**config.mk**
```make
export PLATFORM = sky130hd
export DESIGN_NAME = iapg_dev_flat
export DESIGN_NICKNAME = d
export VERILOG_FILES = /design/src/core/iapg_pkg.sv /design/src/core/iapg_if.sv /design/src/core/iapg_dev.sv /design/src/flat_wrapper.sv
export VERILOG_INCLUDE_DIRS = /design/src /design/src/core
export SDC_FILE = /design/constraint.sdc
export NUM_CORES = 1
export LEC_CHECK = 0
export ABC_AREA = 1
export BUFFER_PORTS_ARGS = -buffer_cell sky130_fd_sc_hd__buf_4
export CAP_MARGIN = 10
export CORE_ASPECT_RATIO = 0.6
export CORE_UTILIZATION = 32
export CTS_BUF_LIST = sky130_fd_sc_hd__clkbuf_16
export CTS_CLUSTER_SIZE = 25
export DETAILED_ROUTE_END_ITERATION = 8
export PLACE_DENSITY = 0.5
export SYNTH_ARGS = -nofsm -noshare
export SYNTH_HDL_FRONTEND = slang
export SYNTH_SLANG_ARGS = --single-unit
```
**constraint.sdc**
```tcl
create_clock -name mclk_i -period 5.4 [get_ports mclk_i]
set_clock_uncertainty 0.15 [all_clocks]
set_input_delay 0.54 -clock mclk_i [delete_from_list [all_inputs] [get_ports mclk_i]]
set_output_delay 0.54 -clock mclk_i [all_outputs]
set_load 0.01 [all_outputs]
```
**src/core/iapg_cfg.svh**
```systemverilog
// Register map, page layout and reset values
`ifndef IAPG_CFG_SVH
`define IAPG_CFG_SVH

// ****************************************
// Main register space
// ****************************************
`define IAPG_REG_TARGET_ID 8'h00
`define IAPG_REG_BLOCK_SEL 8'hB0
`define IAPG_REG_OFFSET 8'hB1
`define IAPG_REG_DATA 8'hB2
`define IAPG_RD_UNMAPPED 8'h00

// ****************************************
// Block select fields
// ****************************************
`define IAPG_AINC_BIT 1
`define IAPG_BLK_LSB 2
`define IAPG_BLK_W 3
`define IAPG_BLK_PGEN 3'h0

// ****************************************
// Pattern page
// ****************************************
`define IAPG_PAGE_DEPTH 32
`define IAPG_PAGE_AW 5
`define IAPG_PG_CTL 5'h01
`define IAPG_PG_CFG 5'h02
`define IAPG_PG_DT 5'h03
`define IAPG_PG_LINE_SIZE 5'h04
`define IAPG_PG_BAR_SIZE 5'h05
`define IAPG_PG_ACT_LINES 5'h06
`define IAPG_PG_TOT_LINES 5'h07
`define IAPG_PG_LINE_PD 5'h08
`define IAPG_PG_VBP 5'h09
`define IAPG_PG_VFP 5'h0A
`define IAPG_PG_BAR0 5'h10
`define IAPG_CTL_EN_BIT 0
`define IAPG_CTL_SEL_BIT 1
`define IAPG_CTL_MODE40_BIT 2
`define IAPG_CTL_SRC_LSB 3
`define IAPG_CFG_FIXED_BIT 3
`define IAPG_CFG_BLK_LSB 4
`define IAPG_DT_RESET 8'h24
`define IAPG_PAGE_RESET 8'h00

// ****************************************
// Clock sources
// ****************************************
`define IAPG_NSRC 3
`define IAPG_SRC_BC 2'h0
`define IAPG_SRC_CSI 2'h1
`define IAPG_SRC_EXT 2'h2

`endif

```
**src/core/iapg_pkg.sv**
```systemverilog
// Types shared by both ends of the indirect access link
package iapg_pkg;
`include "iapg_cfg.svh"

    typedef enum logic [1:0] {
        IAPG_IDLE = 2'h0,
        IAPG_CTL = 2'h1,
        IAPG_ADDR = 2'h3,
        IAPG_DATA = 2'h2
    } iapg_step_type;

    typedef struct packed {
        logic [`IAPG_NSRC-1:0][2:0] sync;
        logic [`IAPG_NSRC-1:0] lvl;
        logic strap_done;
        logic [7:0] target_id;
        logic [7:0] block_sel;
        logic [7:0] offset;
        logic [`IAPG_PAGE_DEPTH-1:0][7:0] page;
        logic ack;
        logic [7:0] rdata;
        logic [7:0] px;
        logic [7:0] ln;
        logic [7:0] bar_cnt;
        logic [2:0] bar;
        logic [31:0] word;
        logic valid;
        logic [39:0] path;
        logic path_valid;
        logic [7:0] dtype;
    } iapg_dev_type;

    typedef struct packed {
        iapg_step_type step;
        logic req;
        logic we;
        logic [7:0] addr;
        logic [7:0] wdata;
        logic [7:0] block;
        logic [7:0] offset;
        logic [7:0] value;
        logic write;
        logic rsp;
        logic [7:0] rdata;
    } iapg_host_type;
endpackage

```
**src/core/iapg_if.sv**
```systemverilog
// Register access link between the configuring host and the device
`timescale 1ns/1ns
interface iapg_if;
    logic req;
    logic we;
    logic [7:0] addr;
    logic [7:0] wdata;
    logic [7:0] rdata;
    logic ack;

    modport device (input req, input we, input addr, input wdata, output rdata, output ack);
    modport host (output req, output we, output addr, output wdata, input rdata, input ack);
endinterface

```
**src/core/iapg_dev.sv**
```systemverilog
// Device end: main registers, indirect pattern page, pattern generator and output mux
`timescale 1ns/1ns
`include "iapg_cfg.svh"
module iapg_dev (
    // Clock and reset
    input wire logic mclk_i,
    input wire logic reset_n_i,
    // Register link
    iapg_if.device bus,
    // Strap and clock source pins
    input wire logic [6:0] address_strap_pin_i,
    input wire logic bc_clk_i,
    input wire logic csi_clk_i,
    input wire logic ext_clk_i,
    // Parallel CSI-2 data
    input wire logic [31:0] csi_data_i,
    input wire logic csi_valid_i,
    input wire logic [7:0] csi_dt_i,
    // Transmit data path
    output logic [39:0] tx_path_o,
    output logic tx_valid_o,
    output logic tx_mode40_o,
    output logic [7:0] tx_dt_o,
    output logic [31:0] pgen_word_o,
    output logic pgen_valid_o,
    output logic [7:0] target_id_o
);
    iapg_pkg::iapg_dev_type st;
    iapg_pkg::iapg_dev_type next_st;

    logic [`IAPG_NSRC-1:0] pin;
    logic [7:0] ctl;
    logic [7:0] cfg;
    logic [2:0] nbars_m1;
    logic [7:0] bar_w;
    logic [8:0] act_end;
    logic [8:0] frame_end;
    logic tick;
    logic active;
    logic pgen_blk;
    logic ainc;
    logic take;
    logic [`IAPG_PAGE_AW-1:0] idx;

    assign pin = {ext_clk_i, csi_clk_i, bc_clk_i};
    assign ctl = st.page[`IAPG_PG_CTL];
    assign cfg = st.page[`IAPG_PG_CFG];
    assign nbars_m1 = cfg[2:0];
    assign pgen_blk = st.block_sel[`IAPG_BLK_LSB +: `IAPG_BLK_W] == `IAPG_BLK_PGEN;
    assign ainc = st.block_sel[`IAPG_AINC_BIT];
    assign idx = st.offset[`IAPG_PAGE_AW-1:0];
    assign take = bus.req && !st.ack;
    // Fixed pattern uses the block size as bar width
    assign bar_w = cfg[`IAPG_CFG_FIXED_BIT] ? {4'h0, cfg[`IAPG_CFG_BLK_LSB +: 4]} :
        st.page[`IAPG_PG_BAR_SIZE];
    assign act_end = {1'b0, st.page[`IAPG_PG_VBP]} + {1'b0, st.page[`IAPG_PG_ACT_LINES]};
    assign frame_end = act_end + {1'b0, st.page[`IAPG_PG_VFP]};

    always_comb begin
        next_st = st;
        next_st.ack = 1'b0;
        next_st.valid = 1'b0;

        // ****************************************
        // Clock source pins: three stages, level once two and three agree
        // ****************************************
        for (int i = 0; i < `IAPG_NSRC; i++) begin
            next_st.sync[i] = {st.sync[i][1:0], pin[i]};
            if (st.sync[i][1] == st.sync[i][2]) begin
                next_st.lvl[i] = st.sync[i][2];
            end
        end
        tick = 1'b0;
        unique case (ctl[`IAPG_CTL_SRC_LSB +: 2])
            `IAPG_SRC_CSI: tick = next_st.lvl[1] && !st.lvl[1];
            `IAPG_SRC_EXT: tick = next_st.lvl[2] && !st.lvl[2];
            default: tick = next_st.lvl[0] && !st.lvl[0];
        endcase

        // ****************************************
        // Strap capture after reset release
        // ****************************************
        if (!st.strap_done) begin
            next_st.strap_done = 1'b1;
            next_st.target_id = {1'b0, address_strap_pin_i};
        end

        // ****************************************
        // Register link
        // ****************************************
        if (take) begin
            next_st.ack = 1'b1;
            next_st.rdata = `IAPG_RD_UNMAPPED;
            unique case (bus.addr)
                `IAPG_REG_TARGET_ID: begin
                    next_st.rdata = st.target_id;
                    if (bus.we) begin
                        next_st.target_id = bus.wdata;
                    end
                end
                `IAPG_REG_BLOCK_SEL: begin
                    next_st.rdata = st.block_sel;
                    if (bus.we) begin
                        next_st.block_sel = bus.wdata;
                    end
                end
                `IAPG_REG_OFFSET: begin
                    next_st.rdata = st.offset;
                    if (bus.we) begin
                        next_st.offset = bus.wdata;
                    end
                end
                `IAPG_REG_DATA: begin
                    // Other blocks are not built here: they read zero and drop writes
                    next_st.rdata = pgen_blk ? st.page[idx] : `IAPG_RD_UNMAPPED;
                    if (bus.we && pgen_blk) begin
                        next_st.page[idx] = bus.wdata;
                    end
                    // Offset held unless auto-increment set
                    if (ainc) begin
                        next_st.offset = st.offset + 8'h01;
                    end
                end
                default: begin
                    next_st.rdata = `IAPG_RD_UNMAPPED;
                end
            endcase
        end

        // ****************************************
        // Pattern generator
        // ****************************************
        active = (st.ln >= st.page[`IAPG_PG_VBP]) && ({1'b0, st.ln} < act_end) &&
            (st.px < st.page[`IAPG_PG_LINE_SIZE]);
        if (!ctl[`IAPG_CTL_EN_BIT]) begin
            next_st.px = 8'h00;
            next_st.ln = 8'h00;
            next_st.bar_cnt = 8'h00;
            next_st.bar = 3'h0;
        end else if (tick) begin
            if (active) begin
                next_st.word = {4{st.page[`IAPG_PG_BAR0 + {2'h0, st.bar}]}};
                next_st.valid = 1'b1;
                if (st.bar_cnt + 8'h01 >= bar_w) begin
                    next_st.bar_cnt = 8'h00;
                    next_st.bar = (st.bar >= nbars_m1) ? 3'h0 : st.bar + 3'h1;
                end else begin
                    next_st.bar_cnt = st.bar_cnt + 8'h01;
                end
            end
            if (st.px + 8'h01 >= st.page[`IAPG_PG_LINE_PD]) begin
                next_st.px = 8'h00;
                next_st.bar_cnt = 8'h00;
                next_st.bar = 3'h0;
                // Frame ends at total lines or at back porch plus active lines plus front porch, whichever first
                if (st.ln + 8'h01 >= st.page[`IAPG_PG_TOT_LINES] ||
                    {1'b0, st.ln} + 9'h001 >= frame_end) begin
                    next_st.ln = 8'h00;
                end else begin
                    next_st.ln = st.ln + 8'h01;
                end
            end else begin
                next_st.px = st.px + 8'h01;
            end
        end

        // ****************************************
        // Source mux and data path mode
        // ****************************************
        if (ctl[`IAPG_CTL_SEL_BIT]) begin
            next_st.path_valid = st.valid;
            next_st.dtype = st.page[`IAPG_PG_DT];
            next_st.path = ctl[`IAPG_CTL_MODE40_BIT] ? {8'h00, st.word} : {12'h000, st.word[27:0]};
        end else begin
            next_st.path_valid = csi_valid_i;
            next_st.dtype = csi_dt_i;
            next_st.path = ctl[`IAPG_CTL_MODE40_BIT] ? {8'h00, csi_data_i} : {12'h000, csi_data_i[27:0]};
        end
    end

    always_ff @(posedge mclk_i or negedge reset_n_i) begin
        if (!reset_n_i) begin
            st <= '0;
            for (int i = 0; i < `IAPG_PAGE_DEPTH; i++) begin
                st.page[i] <= `IAPG_PAGE_RESET;
            end
            st.page[`IAPG_PG_DT] <= `IAPG_DT_RESET;
        end else begin
            st <= next_st;
        end
    end

    assign bus.ack = st.ack;
    assign bus.rdata = st.rdata;
    assign tx_path_o = st.path;
    assign tx_valid_o = st.path_valid;
    assign tx_mode40_o = ctl[`IAPG_CTL_MODE40_BIT];
    assign tx_dt_o = st.dtype;
    assign pgen_word_o = st.word;
    assign pgen_valid_o = st.valid;
    assign target_id_o = st.target_id;
endmodule

```
**src/flat_wrapper.sv**
```systemverilog
// flat-port wrapper written by rule: the top's interface ports become plain ports
module iapg_dev_flat 
  (mclk_i, reset_n_i, address_strap_pin_i, bc_clk_i, csi_clk_i, ext_clk_i, csi_data_i, csi_valid_i, csi_dt_i, tx_path_o, tx_valid_o, tx_mode40_o, tx_dt_o, pgen_word_o, pgen_valid_o, target_id_o, bus_req, bus_we, bus_addr, bus_wdata, bus_rdata, bus_ack);
  iapg_if bus_i ();
  input wire logic mclk_i;
  input wire logic reset_n_i;
  input wire logic [6:0] address_strap_pin_i;
  input wire logic bc_clk_i;
  input wire logic csi_clk_i;
  input wire logic ext_clk_i;
  input wire logic [31:0] csi_data_i;
  input wire logic csi_valid_i;
  input wire logic [7:0] csi_dt_i;
  output logic [39:0] tx_path_o;
  output logic tx_valid_o;
  output logic tx_mode40_o;
  output logic [7:0] tx_dt_o;
  output logic [31:0] pgen_word_o;
  output logic pgen_valid_o;
  output logic [7:0] target_id_o;
  input wire logic [$bits(bus_i.req)-1:0] bus_req;
  input wire logic [$bits(bus_i.we)-1:0] bus_we;
  input wire logic [$bits(bus_i.addr)-1:0] bus_addr;
  input wire logic [$bits(bus_i.wdata)-1:0] bus_wdata;
  output wire logic [$bits(bus_i.rdata)-1:0] bus_rdata;
  output wire logic [$bits(bus_i.ack)-1:0] bus_ack;
  assign bus_i.req = bus_req;
  assign bus_i.we = bus_we;
  assign bus_i.addr = bus_addr;
  assign bus_i.wdata = bus_wdata;
  assign bus_rdata = bus_i.rdata;
  assign bus_ack = bus_i.ack;
  iapg_dev u_core (.mclk_i(mclk_i), .reset_n_i(reset_n_i), .bus(bus_i), .address_strap_pin_i(address_strap_pin_i), .bc_clk_i(bc_clk_i), .csi_clk_i(csi_clk_i), .ext_clk_i(ext_clk_i), .csi_data_i(csi_data_i), .csi_valid_i(csi_valid_i), .csi_dt_i(csi_dt_i), .tx_path_o(tx_path_o), .tx_valid_o(tx_valid_o), .tx_mode40_o(tx_mode40_o), .tx_dt_o(tx_dt_o), .pgen_word_o(pgen_word_o), .pgen_valid_o(pgen_valid_o), .target_id_o(target_id_o));
endmodule
```
Yosys cells after proc, flatten, opt, wreduce, memory -nomap -nowiden
Cells that the tools add are included.
{ "totals": {"register_bits": 411, "in_bits": 71, "out_inout_bits": 100, "wordCells": 146} }
{ "op_classes": {"addsub": 9, "order_cmp": 11, "eq_ne": 14, "muxes": 38, "reduce_logical": 23} }
{ "ops": {"columns": ["cell", "n"], "rows": [
  ["two-way mux 256 bit", 2],
  ["two-way mux 289 bit", 1],
  ["bitwise mux 256 bit", 1],
  ["two-way mux 8 bit", 15],
  ["binary-select mux 8 bit (select 5 bit)", 2],
  ["two-way mux 32 bit", 2],
  ["two-way mux 60 bit", 1],
  ["two-way mux 49 bit", 1],
  ["two-way mux 44 bit", 1],
  ["demux 8 bit (select 5 bit)", 1],
  ["adder 8 x 1 -> 8 bit (second input constant)", 4],
  [">= comparator 8 bit", 4],
  ["case mux 8 bit (4 select lines)", 1],
  ["two-way mux 27 bit", 1],
  ["== test 8 bit (second input constant)", 3],
  ["two-way mux 19 bit", 1],
  ["case mux 8 bit (2 select lines)", 1],
  ["< comparator 5 x 6 -> 1 bit (second input constant)", 2],
  ["AND reduction 3 bit", 4],
  ["adder 8 x 1 -> 9 bit (second input constant)", 1],
  ["adder 8 x 8 -> 9 bit", 1],
  ["adder 9 x 8 -> 9 bit", 1],
  [">= comparator 9 bit", 1],
  ["< comparator 8 x 9 -> 1 bit", 1],
  ["other kinds (22)", 42]
]} }

Longest topological paths before layout
Gate-level depths: netlist of run 1.
{ "depth": {"word_depth": 8, "depth_mapped": 22, "depth_no_buf": 22} }

Worst setup path after synthesis of run 1
Ideal clock, no wire load.
{ "synth_timing": {"path_kind": "reg-to-reg", "from": "register (tool-made name)", "to": "register u_core.st[100] in the netlist's numbering", "setup_time_ps": 83, "t_arrival_ps": 3510, "required_time_ps": 5167, "path_slack_ps": 1657, "path_stages_with_launch": 19, "n_path_buf": 0, "period_less_slack_ps": 3743, "path_cell_list": "dfrtp_1 > ha_1 > fa_1 > inv_1 > fa_1 > o21ai_0 > a21oi_1 > o21bai_1 > nand2_1 > nand2_1 > a21oi_1 > xnor2_1 > ha_1 > a21oi_1 > o21a_1 > o2111ai_1 > nor2_1 > nand3_1 > o21ai_0"} }
{ "synth_lines": {"columns": ["element", "line_no", "source"], "rows": [
  ["to (signal assigned)", "iapg_dev.sv:189", "st <= next_st;"],
  ["to (decl)", "iapg_dev.sv:28", "iapg_pkg::iapg_dev_type st;"]
]} }

==> summary.md, run 1 <==
| Metric | Value |
|---|---|
| Number of buffers added for setup after CTS | `0` |
| Synth Area in Simple Gates | `0.1865` |
| Outcome | `complete, no violations` |
| Final-report setup violation count | `0` |
| Chip width | `325.9 um` |
| Synthesized instance count | `2472` |
| Tightest Hold Check Type | `primary input to flip-flop` |
| DRT Wirelength | `65260 um` |
| Seq/Total Area, Yosys | `0.4709` |
| Synth cell types | `44` |
| First drt pass iteration count | `5` |
| Reg clk slew, reported paths | `60 ps` |
| Final hold viol count | `0` |
| Power per Cell Area | `264.6 nW/um^2` |
| Synth Area in Compound Gates | `0.1709` |
| Post-Syn Area | `20140 sq um` |
| Req. time, crit path | `5730 ps` |
| Finished Layout Cells | `3362` |
| First-pass GRT wire length | `100100 um` |
| Count leader, synth | `nand2_1` |
| Area contributors post-synth | `dfrtp_1 47%, nand2_1 12%, o21ai_1 8.4%, ha_1 5.2%, o21ai_0 3.7%` |
| Synth Area in XOR/XNOR | `0.01652` |
| Setup crit end kind | `flip-flop` |
| Fmax | `0.2333 GHz` |
| Iter 0 DRT Violations | `1599` |
| FF-to-FF End | `u_core.st[94]$_DFFE_PN0P_` |
| Clock Latency Late Sink | `570 ps` |
| Post-place setup slack | `1181 ps` |
| EDFF count, synth | `0` |
| Slew @ Worst Pin | `1154 ps` |
| Largest net degree at the start of global routing | `112` |
| Cell family with most CP delay | `adder cells` |
| Via Count | `17120` |
| Initial Util | `0.3272` |
| Crit share post-route | `0.7939` |
| Overall power | `6063 uW` |
| Yosys warns | `0` |
| Crit path time final | `4287 ps` |
| H-tree depth | `2` |
| RSZ-0062 raised after global routing | `no` |
| Share of cells above drive strength 1 | `0.1173` |
| Via density | `5.092` |
| Placed Cells | `3257` |
| Max Slew Vio Count | `0` |
| CP Data Arrival Time | `4620 ps` |
| Post-synth ARST share | `1.000` |
| Initial antenna violation count | `4` |
| Port bufs | `162` |
| Max-slew headroom | `0.2277` |
| CTS sink cnt | `379` |
| Yosys reg bits | `379` |
| CP Buf/Inv Count | `1` |
| Adder-Cell Fraction of Synth Area | `0.05565` |
| Flop2flop setup slack | `1110 ps` |
| Max_cap viols | `0` |
| P&R area growth vs syn | `13.78%` |
| Setup TNS | `0 ps` |
| Top-area cell type share of the netlist area | `0.4683` |
| Full die area | `63990 sq um` |
| Row cnt | `70` |
| Post-DRT Antenna Nets | `0` |
| FF-to-FF path depth | `18` |
| Max VDD drop | `0.1803 mV` |
| Crit-path max cell delay | `510 ps` |
| CP Class | `flip-flop to flip-flop` |
| Routed WL per cell | `19.41 um` |
| Synth cell count leaders | `636 x nand2_1, 377 x dfrtp_1, 337 x o21ai_1` |
| Die Ht | `196.3 um` |
| Remaining DRCs | `0` |
| Worst path cell trace | `ha_1 > fa_1 > inv_1 > fa_1 > o21ai_0 > a21oi_1 > o21bai_1 > nand2_1 > nand2_1 > a21oi_1 > xnor2_1 > ha_1 > a21oi_1 > o21a_1 > o2111ai_1 > nor2_1 > nand3_1 > o21ai_0` |
| Worst Min Path Start | `csi_data_i[13]` |
| Startpoint Class | `flip-flop` |
| CTS tree | `yes` |
| Synth Area per Inst | `8.149 sq um` |
| Largest family of logic cells by synthesized area | `simple AND/OR/NAND/NOR gates` |
| Largest area contributor in the netlist | `dfrtp_1` |
| I/O pin total | `171` |
| Core Box Area | `61570 sq um` |
| Clock Tree Root | `clkbuf_16` |
| Nets@finish | `2660` |
| Gpl congestion | `0.8836` |
| Total gr overflow | `0` |
| CP max FO | `8` |
| CTS Buf Count | `40` |
| Post-layout instance area | `22920 sq um` |
| Number of global-route vias before repair | `16110` |
| Ys flop type | `dfrtp_1` |
| Slack of the critical path | `1113 ps` |
| Static leakage | `0.01084 uW` |
| Gr usage total | `0.2021` |
| Hold depth | `3` |
| WHS Endpoint | `u_core.tx_path_o[13]$_DFF_PN0_` |
| Post-DP HPWL | `44800 um` |
| Clk buf depth | `3` |
| Area of placed instances | `21380 sq um` |
| Top cell by count, worst path | `a21oi_1` |
| CP max-delay cell | `fa_1` |
| Post-synthesis mux area share | `0.007950` |
## per-layer routing
metal / vias up / part of all wire / track usage
li1: 8193 / - / -
met1: 8266 / 0.51 / 0.3206
met2: 571 / 0.39 / 0.2727
met3: 86 / 0.079 / 0.04710
met4: 4 / 0.016 / 0.04051
met5: - / 0.00028 / 0
## final cells by class
type,instances,area [sq um]
repair buffers,219,1744
clock inverters,31,193.9
diodes,1,2.502
clock buffers,41,1026
fillers,6325,38650
inverters,151,568.0
flip-flops and latches,379,9492
multi-input cells,1712,8857
well taps,828,1036
## power by group
group	total [uW]	internal, uW	switching [uW]
registers	2910	2870	40.2
clock network	2670	1470	1200
logic	481	158	323
## metrics by stage
step	hold WS, ps	util
after floorplan	94.41	-
after global placement	184.9	0.3472
after detailed placement	188.8	0.3472
after CTS	0.2853	0.3722
after global routing	20.51	0.3722
final	31.00	0.3722
## cells by family (layout without fill, tap and decap cells)
group | Yosys count | after routing
AO/OA/AOI/OAI | 650 | 650
XOR/XNOR | 38 | 38
adder cells (fa/ha/maj) | 89 | 89
buffers and inverters | 388 | 442
flip-flops | 379 | 379
multiplexers | 16 | 16
other | 2 | 10
AND/OR/NAND/NOR | 910 | 910
## worst reg2reg max path, cell delays in order (launching register included)
cell and delay (ps):
dfrtp_1 420, ha_1 230, fa_1 510, inv_1 80
fa_1 440, o21ai_0 350, a21oi_1 110, o21bai_1 210
nand2_1 70, nand2_1 70, a21oi_1 70, xnor2_1 130
ha_1 320, a21oi_1 150, o21a_1 130, o2111ai_1 100
nor2_1 420, nand3_1 140, o21ai_0 110
## cell usage in the layout, fill, tap and decap left out, types with 3 or more instances in the layout
| master | netlist | layout |
|---|---|---|
| o21bai_1 | 5 | 5 |
| mux2i_1 | 16 | 16 |
| o2111ai_1 | 4 | 4 |
| inv_2 | 21 | 21 |
| nor2_1 | 165 | 165 |
| dfrtp_1 | 377 | 375 |
| a21oi_1 | 80 | 80 |
| nand4_1 | 23 | 23 |
| xor2_1 | 30 | 30 |
| dlygate4sd3_1 | 0 | 32 |
| a221oi_1 | 4 | 4 |
| nor3_1 | 11 | 9 |
| o211ai_1 | 3 | 3 |
| clkinv_2 | 0 | 7 |
| nand3_2 | 28 | 28 |
| nand3_1 | 38 | 38 |
| clkbuf_16 | 0 | 41 |
| conb_1 | 2 | 9 |
| clkinv_1 | 6 | 12 |
| o22ai_1 | 43 | 43 |
| nand2_1 | 636 | 636 |
| ha_1 | 84 | 84 |
| maj3_1 | 3 | 3 |
| xnor2_1 | 8 | 8 |
| o21ai_1 | 337 | 337 |
| a32oi_1 | 7 | 7 |
| buf_4 | 99 | 185 |
| o221ai_1 | 9 | 9 |
| o21a_1 | 3 | 3 |
| inv_1 | 124 | 137 |
| o21ai_0 | 149 | 149 |
## repair_timing
item	4_1_cts	5_1_grt
hold buffers	32	0
hold endpoints to repair	137	0
gates resized for setup	0	0
## worst max-delay path by stage
stage | end | cells after the start | slack, ps
global route | u_core.st[95]$_DFFE_PN0P_ | 21 | 660
global placement | u_core.st[100]$_DFFE_PN0P_ | 18 | 1210
floorplan | u_core.st[100]$_DFFE_PN0P_ | 18 | 1660
CTS | u_core.st[94]$_DFFE_PN0P_ | 18 | 1150
finish | u_core.st[94]$_DFFE_PN0P_ | 18 | 1110
detailed placement | u_core.st[98]$_DFFE_PN0P_ | 18 | 1180
Power figures use the tool's default switching activity.
==> inputs of run 2 (changes only) <==
--- a/config.mk
+++ b/config.mk
@@ -6,7 +6,7 @@
 export SDC_FILE = /design/constraint.sdc
 export NUM_CORES = 1
 export LEC_CHECK = 0
-export ABC_AREA = 1
+export ABC_AREA = 0
 export BUFFER_PORTS_ARGS = -buffer_cell sky130_fd_sc_hd__buf_4
 export CAP_MARGIN = 10
 export CORE_ASPECT_RATIO = 0.6
@@ -14,7 +14,7 @@
 export CTS_BUF_LIST = sky130_fd_sc_hd__clkbuf_16
 export CTS_CLUSTER_SIZE = 25
 export DETAILED_ROUTE_END_ITERATION = 8
-export PLACE_DENSITY = 0.5
+export PLACE_DENSITY = 0.52
 export SYNTH_ARGS = -nofsm -noshare
 export SYNTH_HDL_FRONTEND = slang
 export SYNTH_SLANG_ARGS = --single-unit
==> constraint.sdc (replaced) <==
create_clock -name mclk_i -period 3.6 [get_ports mclk_i]
set_clock_uncertainty 0.15 [all_clocks]
set_input_delay 0.36 -clock mclk_i [delete_from_list [all_inputs] [get_ports mclk_i]]
set_output_delay 0.36 -clock mclk_i [all_outputs]
set_load 0.01 [all_outputs]
==> summary.md, run 2 <==
| Metric | Value |
|---|---|
| H-tree depth | `2 (unchanged)` |
| Post-synth ARST share | `1.000 (unchanged)` |
| Startpoint Class | `flip-flop` |
| Seq/Total Area, Yosys | `0.4700 (-0.0009633)` |
| Fillers | `5841 (-7.7%)` |
| Final-report setup violation count | `28 (+28)` |
| RSZ-0062 raised after global routing | `yes` |
| Share of cells above drive strength 1 | `0.4195 (+0.3022)` |
| Worst Min Path Start | `bus_wdata[7]` |
| Final hold viol count | `0 (unchanged)` |
| Top-area cell type share of the netlist area | `0.4674 (-0.0009580)` |
| Crit path time final | `4167 ps (-119.6 ps)` |
| Port bufs | `162 (unchanged)` |
| Largest family of logic cells by synthesized area | `multiplexers` |
| Synth Area in Simple Gates | `0.06601 (-0.1205)` |
| Setup crit end kind | `flip-flop` |
| Count leader, synth | `dfrtp_1` |
| Req. time, crit path | `3930 ps (-1800 ps)` |
| FF-to-FF path depth | `17 (-1)` |
| P&R area growth vs syn | `20.80%` |
| Chip width | `326.2 um (+0.10%)` |
| Outcome | `complete, but fails checks` |
| Adder-Cell Fraction of Synth Area | `0.05554 (-0.0001138)` |
| Total gr overflow | `0 (unchanged)` |
| Clock Latency Late Sink | `560 ps (about the same)` |
| DRT Wirelength | `59560 um (-8.7%)` |
| Largest area contributor in the netlist | `dfrtp_1` |
| Overall power | `8861 uW (+46%)` |
| Gpl congestion | `0.8580 (-2.9%)` |
| Number of global-route vias before repair | `14040 (-13%)` |
| Synth Area per Inst | `12.41 sq um (+52%)` |
| CP max FO | `6 (-2)` |
| Post-place setup slack | `-658.6 ps (-1839 ps)` |
| CTS Buf Count | `39 (-2.5%)` |
| Max VDD drop | `0.2667 mV (+48%)` |
| Slew @ Worst Pin | `936.2 ps (-218.0 ps)` |
| Violated checks | `negative setup slack` |
| Max_cap viols | `0 (unchanged)` |
| Fmax | `0.2400 GHz (+2.9%)` |
| Via density | `5.175 (+1.6%)` |
| EDFF count, synth | `0 (unchanged)` |
| Synth cell count leaders | `377 x dfrtp_1, 275 x mux2_2, 100 x buf_4` |
| Commonest non-fill, non-tap cells in the layout | `374 x dfrtp_1, 274 x mux2_2, 260 x buf_4, 89 x nand2_1, 86 x inv_1` |
| Post-DP HPWL | `42470 um (-5.2%)` |
| CTS sink cnt | `379 (unchanged)` |
| Synthesized instance count | `1626 (-34%)` |
| Yosys warns | `0 (unchanged)` |
| Remaining DRCs | `0 (unchanged)` |
| Die Ht | `196.5 um (+0.10%)` |
| CTS tree | `yes` |
| Flop2flop setup slack | `-570 ps (-1680 ps)` |
| Post-Syn Area | `20190 sq um (+0.20%)` |
| WHS Endpoint | `u_core.target_id_o[7]$_DFF_PN0_` |
| Tightest Hold Check Type | `primary input to flip-flop` |
| Full die area | `64120 sq um (+0.20%)` |
| Nets@finish | `1983 (-25%)` |
| Area contributors post-synth | `dfrtp_1 47%, mux2_2 15%, mux4_2 8.9%, ha_1 5.2%, buf_4 3.7%` |
| Finished Layout Cells | `2686 (-20%)` |
| Yosys reg bits | `379 (unchanged)` |
| Post-Route Utilization | `0.3955 (+0.02321)` |
| Synth Area in XOR/XNOR | `0.01172 (-0.004807)` |
| Reg clk slew, reported paths | `70 ps (about the same)` |
| Static leakage | `0.01176 uW (+8.5%)` |
| First drt pass iteration count | `5 (unchanged)` |
| Clock Tree Root | `clkbuf_16` |
| Initial Util | `0.3274 (about the same)` |
| Largest net degree at the start of global routing | `103 (-8.0%)` |
| Initial antenna violation count | `3 (-1)` |
| Commonest non-fill, non-tap cell in the layout | `dfrtp_1` |
| Core Box Area | `61660 sq um (+0.14%)` |
| Via Count | `13900 (-19%)` |
| Ys flop type | `dfrtp_1` |
| Gr usage total | `0.1874 (-0.01473)` |
| Iter 0 DRT Violations | `1166 (-27%)` |
| Routed WL per cell | `22.17 um (+14%)` |
| Post-synthesis mux area share | `0.2521 (+0.2441)` |
| I/O pin total | `171 (unchanged)` |
| Power per Cell Area | `363.4 nW/um^2 (+37%)` |
| Clk buf depth | `3 (unchanged)` |
| Post-DRT Antenna Nets | `0 (unchanged)` |
| Synth cell types | `67 (+52%)` |
| Max-slew headroom | `0.3759 (+0.1482)` |
| First-pass GRT wire length | `91220 um (-8.9%)` |
| Placed Cells | `2546 (-22%)` |
| Row cnt | `70 (unchanged)` |
| Crit share post-route | `1.158 (+0.3637)` |
| Hold depth | `3 (unchanged)` |
| Max Slew Vio Count | `0 (unchanged)` |
| Slack of the critical path | `-567.2 ps (-1680 ps)` |
| CP Data Arrival Time | `4500 ps (-120 ps)` |
| FF-to-FF End | `u_core.st[95]$_DFFE_PN0P_` |
| Synth Area in Compound Gates | `0.07537 (-0.09550)` |
| CP Class | `flip-flop to flip-flop` |
run 2: cell count changes after synthesis, sizes merged, moves of 40 or more:
cell    previous run  this run
clkbuf           119        37
mux2               0       275
inv              145        84
o21ai            486        87
o22ai             43         2
nor2             166        26
nand2            636       124
nand3             66        21
mux4               0        80
a22oi              0        40
run 2: metrics by stage:
step | TNS (ps) | cell area [sq um] | hold WS, ps
global route | -14040 | 24380 | 133.8
floorplan | -2513 | 20250 | -85.59
global placement | -9598 | 22290 | 183.3
CTS | -7641 | 24280 | 111.3
detailed placement | -11290 | 22290 | 190.9
finish | -9221 | 24380 | 140.3
run 2: cells by family after synthesis:
| kind of cell | after synthesis |
|---|---|
| xor gates and xnor gates | 27 |
| DFF | 379 |
| other | 2 |
| buffers and inverters | 259 |
| muxes | 374 |
| adders and majority gates | 89 |
| and+or+nand+nor | 257 |
| AOI/OAI and AO/OA | 239 |
run 2: worst max path at each step:
stage,from,cells past startpoint,slack [ps],to
6_report,flip-flop,17,-570,u_core.st[95]$_DFFE_PN0P_
5_1_grt,flip-flop,17,-740,u_core.st[95]$_DFFE_PN0P_
2_1_floorplan,flip-flop,17,-330,u_core.st[95]$_DFFE_PN0P_
3_3_place_gp,flip-flop,18,-520,u_core.st[95]$_DFFE_PN0P_
4_1_cts,flip-flop,17,-500,u_core.st[95]$_DFFE_PN0P_
3_5_place_dp,flip-flop,18,-660,u_core.st[98]$_DFFE_PN0P_
run 2: cell type report:
cell class                 instances  area [sq um]  share of cell area
inverter                          84         317.8             0.01303
timing repair buffer             327          2715              0.1114
multi-input combinational        995          9582              0.3930
clock buffer                      40          1001             0.04105
antenna                            1         2.502           0.0001026
sequential                       379          9495              0.3894
tap                              828          1036             0.04249
clock inverter                    32         234.0            0.009596
run 2: worst max-delay path, cell delays in order, from the launching register on:
cell and delay (ps):
dfrtp_1 390, ha_2 200, fa_2 390, xor2_1 230, ha_1 290, a21oi_2 160
o21ai_2 80, a21o_1 200, a21oi_2 170, o21ai_2 90, xor2_1 140, ha_1 330
a211oi_2 230, o21ai_1 80, or3_1 330, a41o_4 310, nor4b_4 220, a21o_1 110
run 2: routing by layer:
| layer | global-route usage | wire length [um] | vias up | share of wire |
|---|---|---|---|---|
| met3 | 0.04459 | 4376 | 51 | 0.073 |
| met5 | 0 | 0 | - | 0 |
| met1 | 0.3070 | 31370 | 7266 | 0.53 |
| li1 | - | - | 6181 | - |
| met2 | 0.2467 | 23210 | 403 | 0.39 |
| met4 | 0.02591 | 593 | 0 | 0.010 |
run 2: power breakdown:
| group | switching, uW | internal [uW] | leakage [uW] |
|---|---|---|---|
| clock network | 1790 | 2240 | 0.000642 |
| registers | 43.1 | 4300 | 0.00514 |
| logic | 284 | 199 | 0.00598 |
| total | 2120 | 6750 | 0.0118 |
run 2: repair_timing:
| item | in CTS | in global routing |
|---|---|---|
| hold buffers | 52 | 0 |
| gates resized for setup | 35 | 22 |
| hold endpoints to repair | 144 | 0 |
| pin swaps | 28 | 23 |
| setup buffers | 14 | 2 |
| setup endpoints to repair | 28 | 28 |
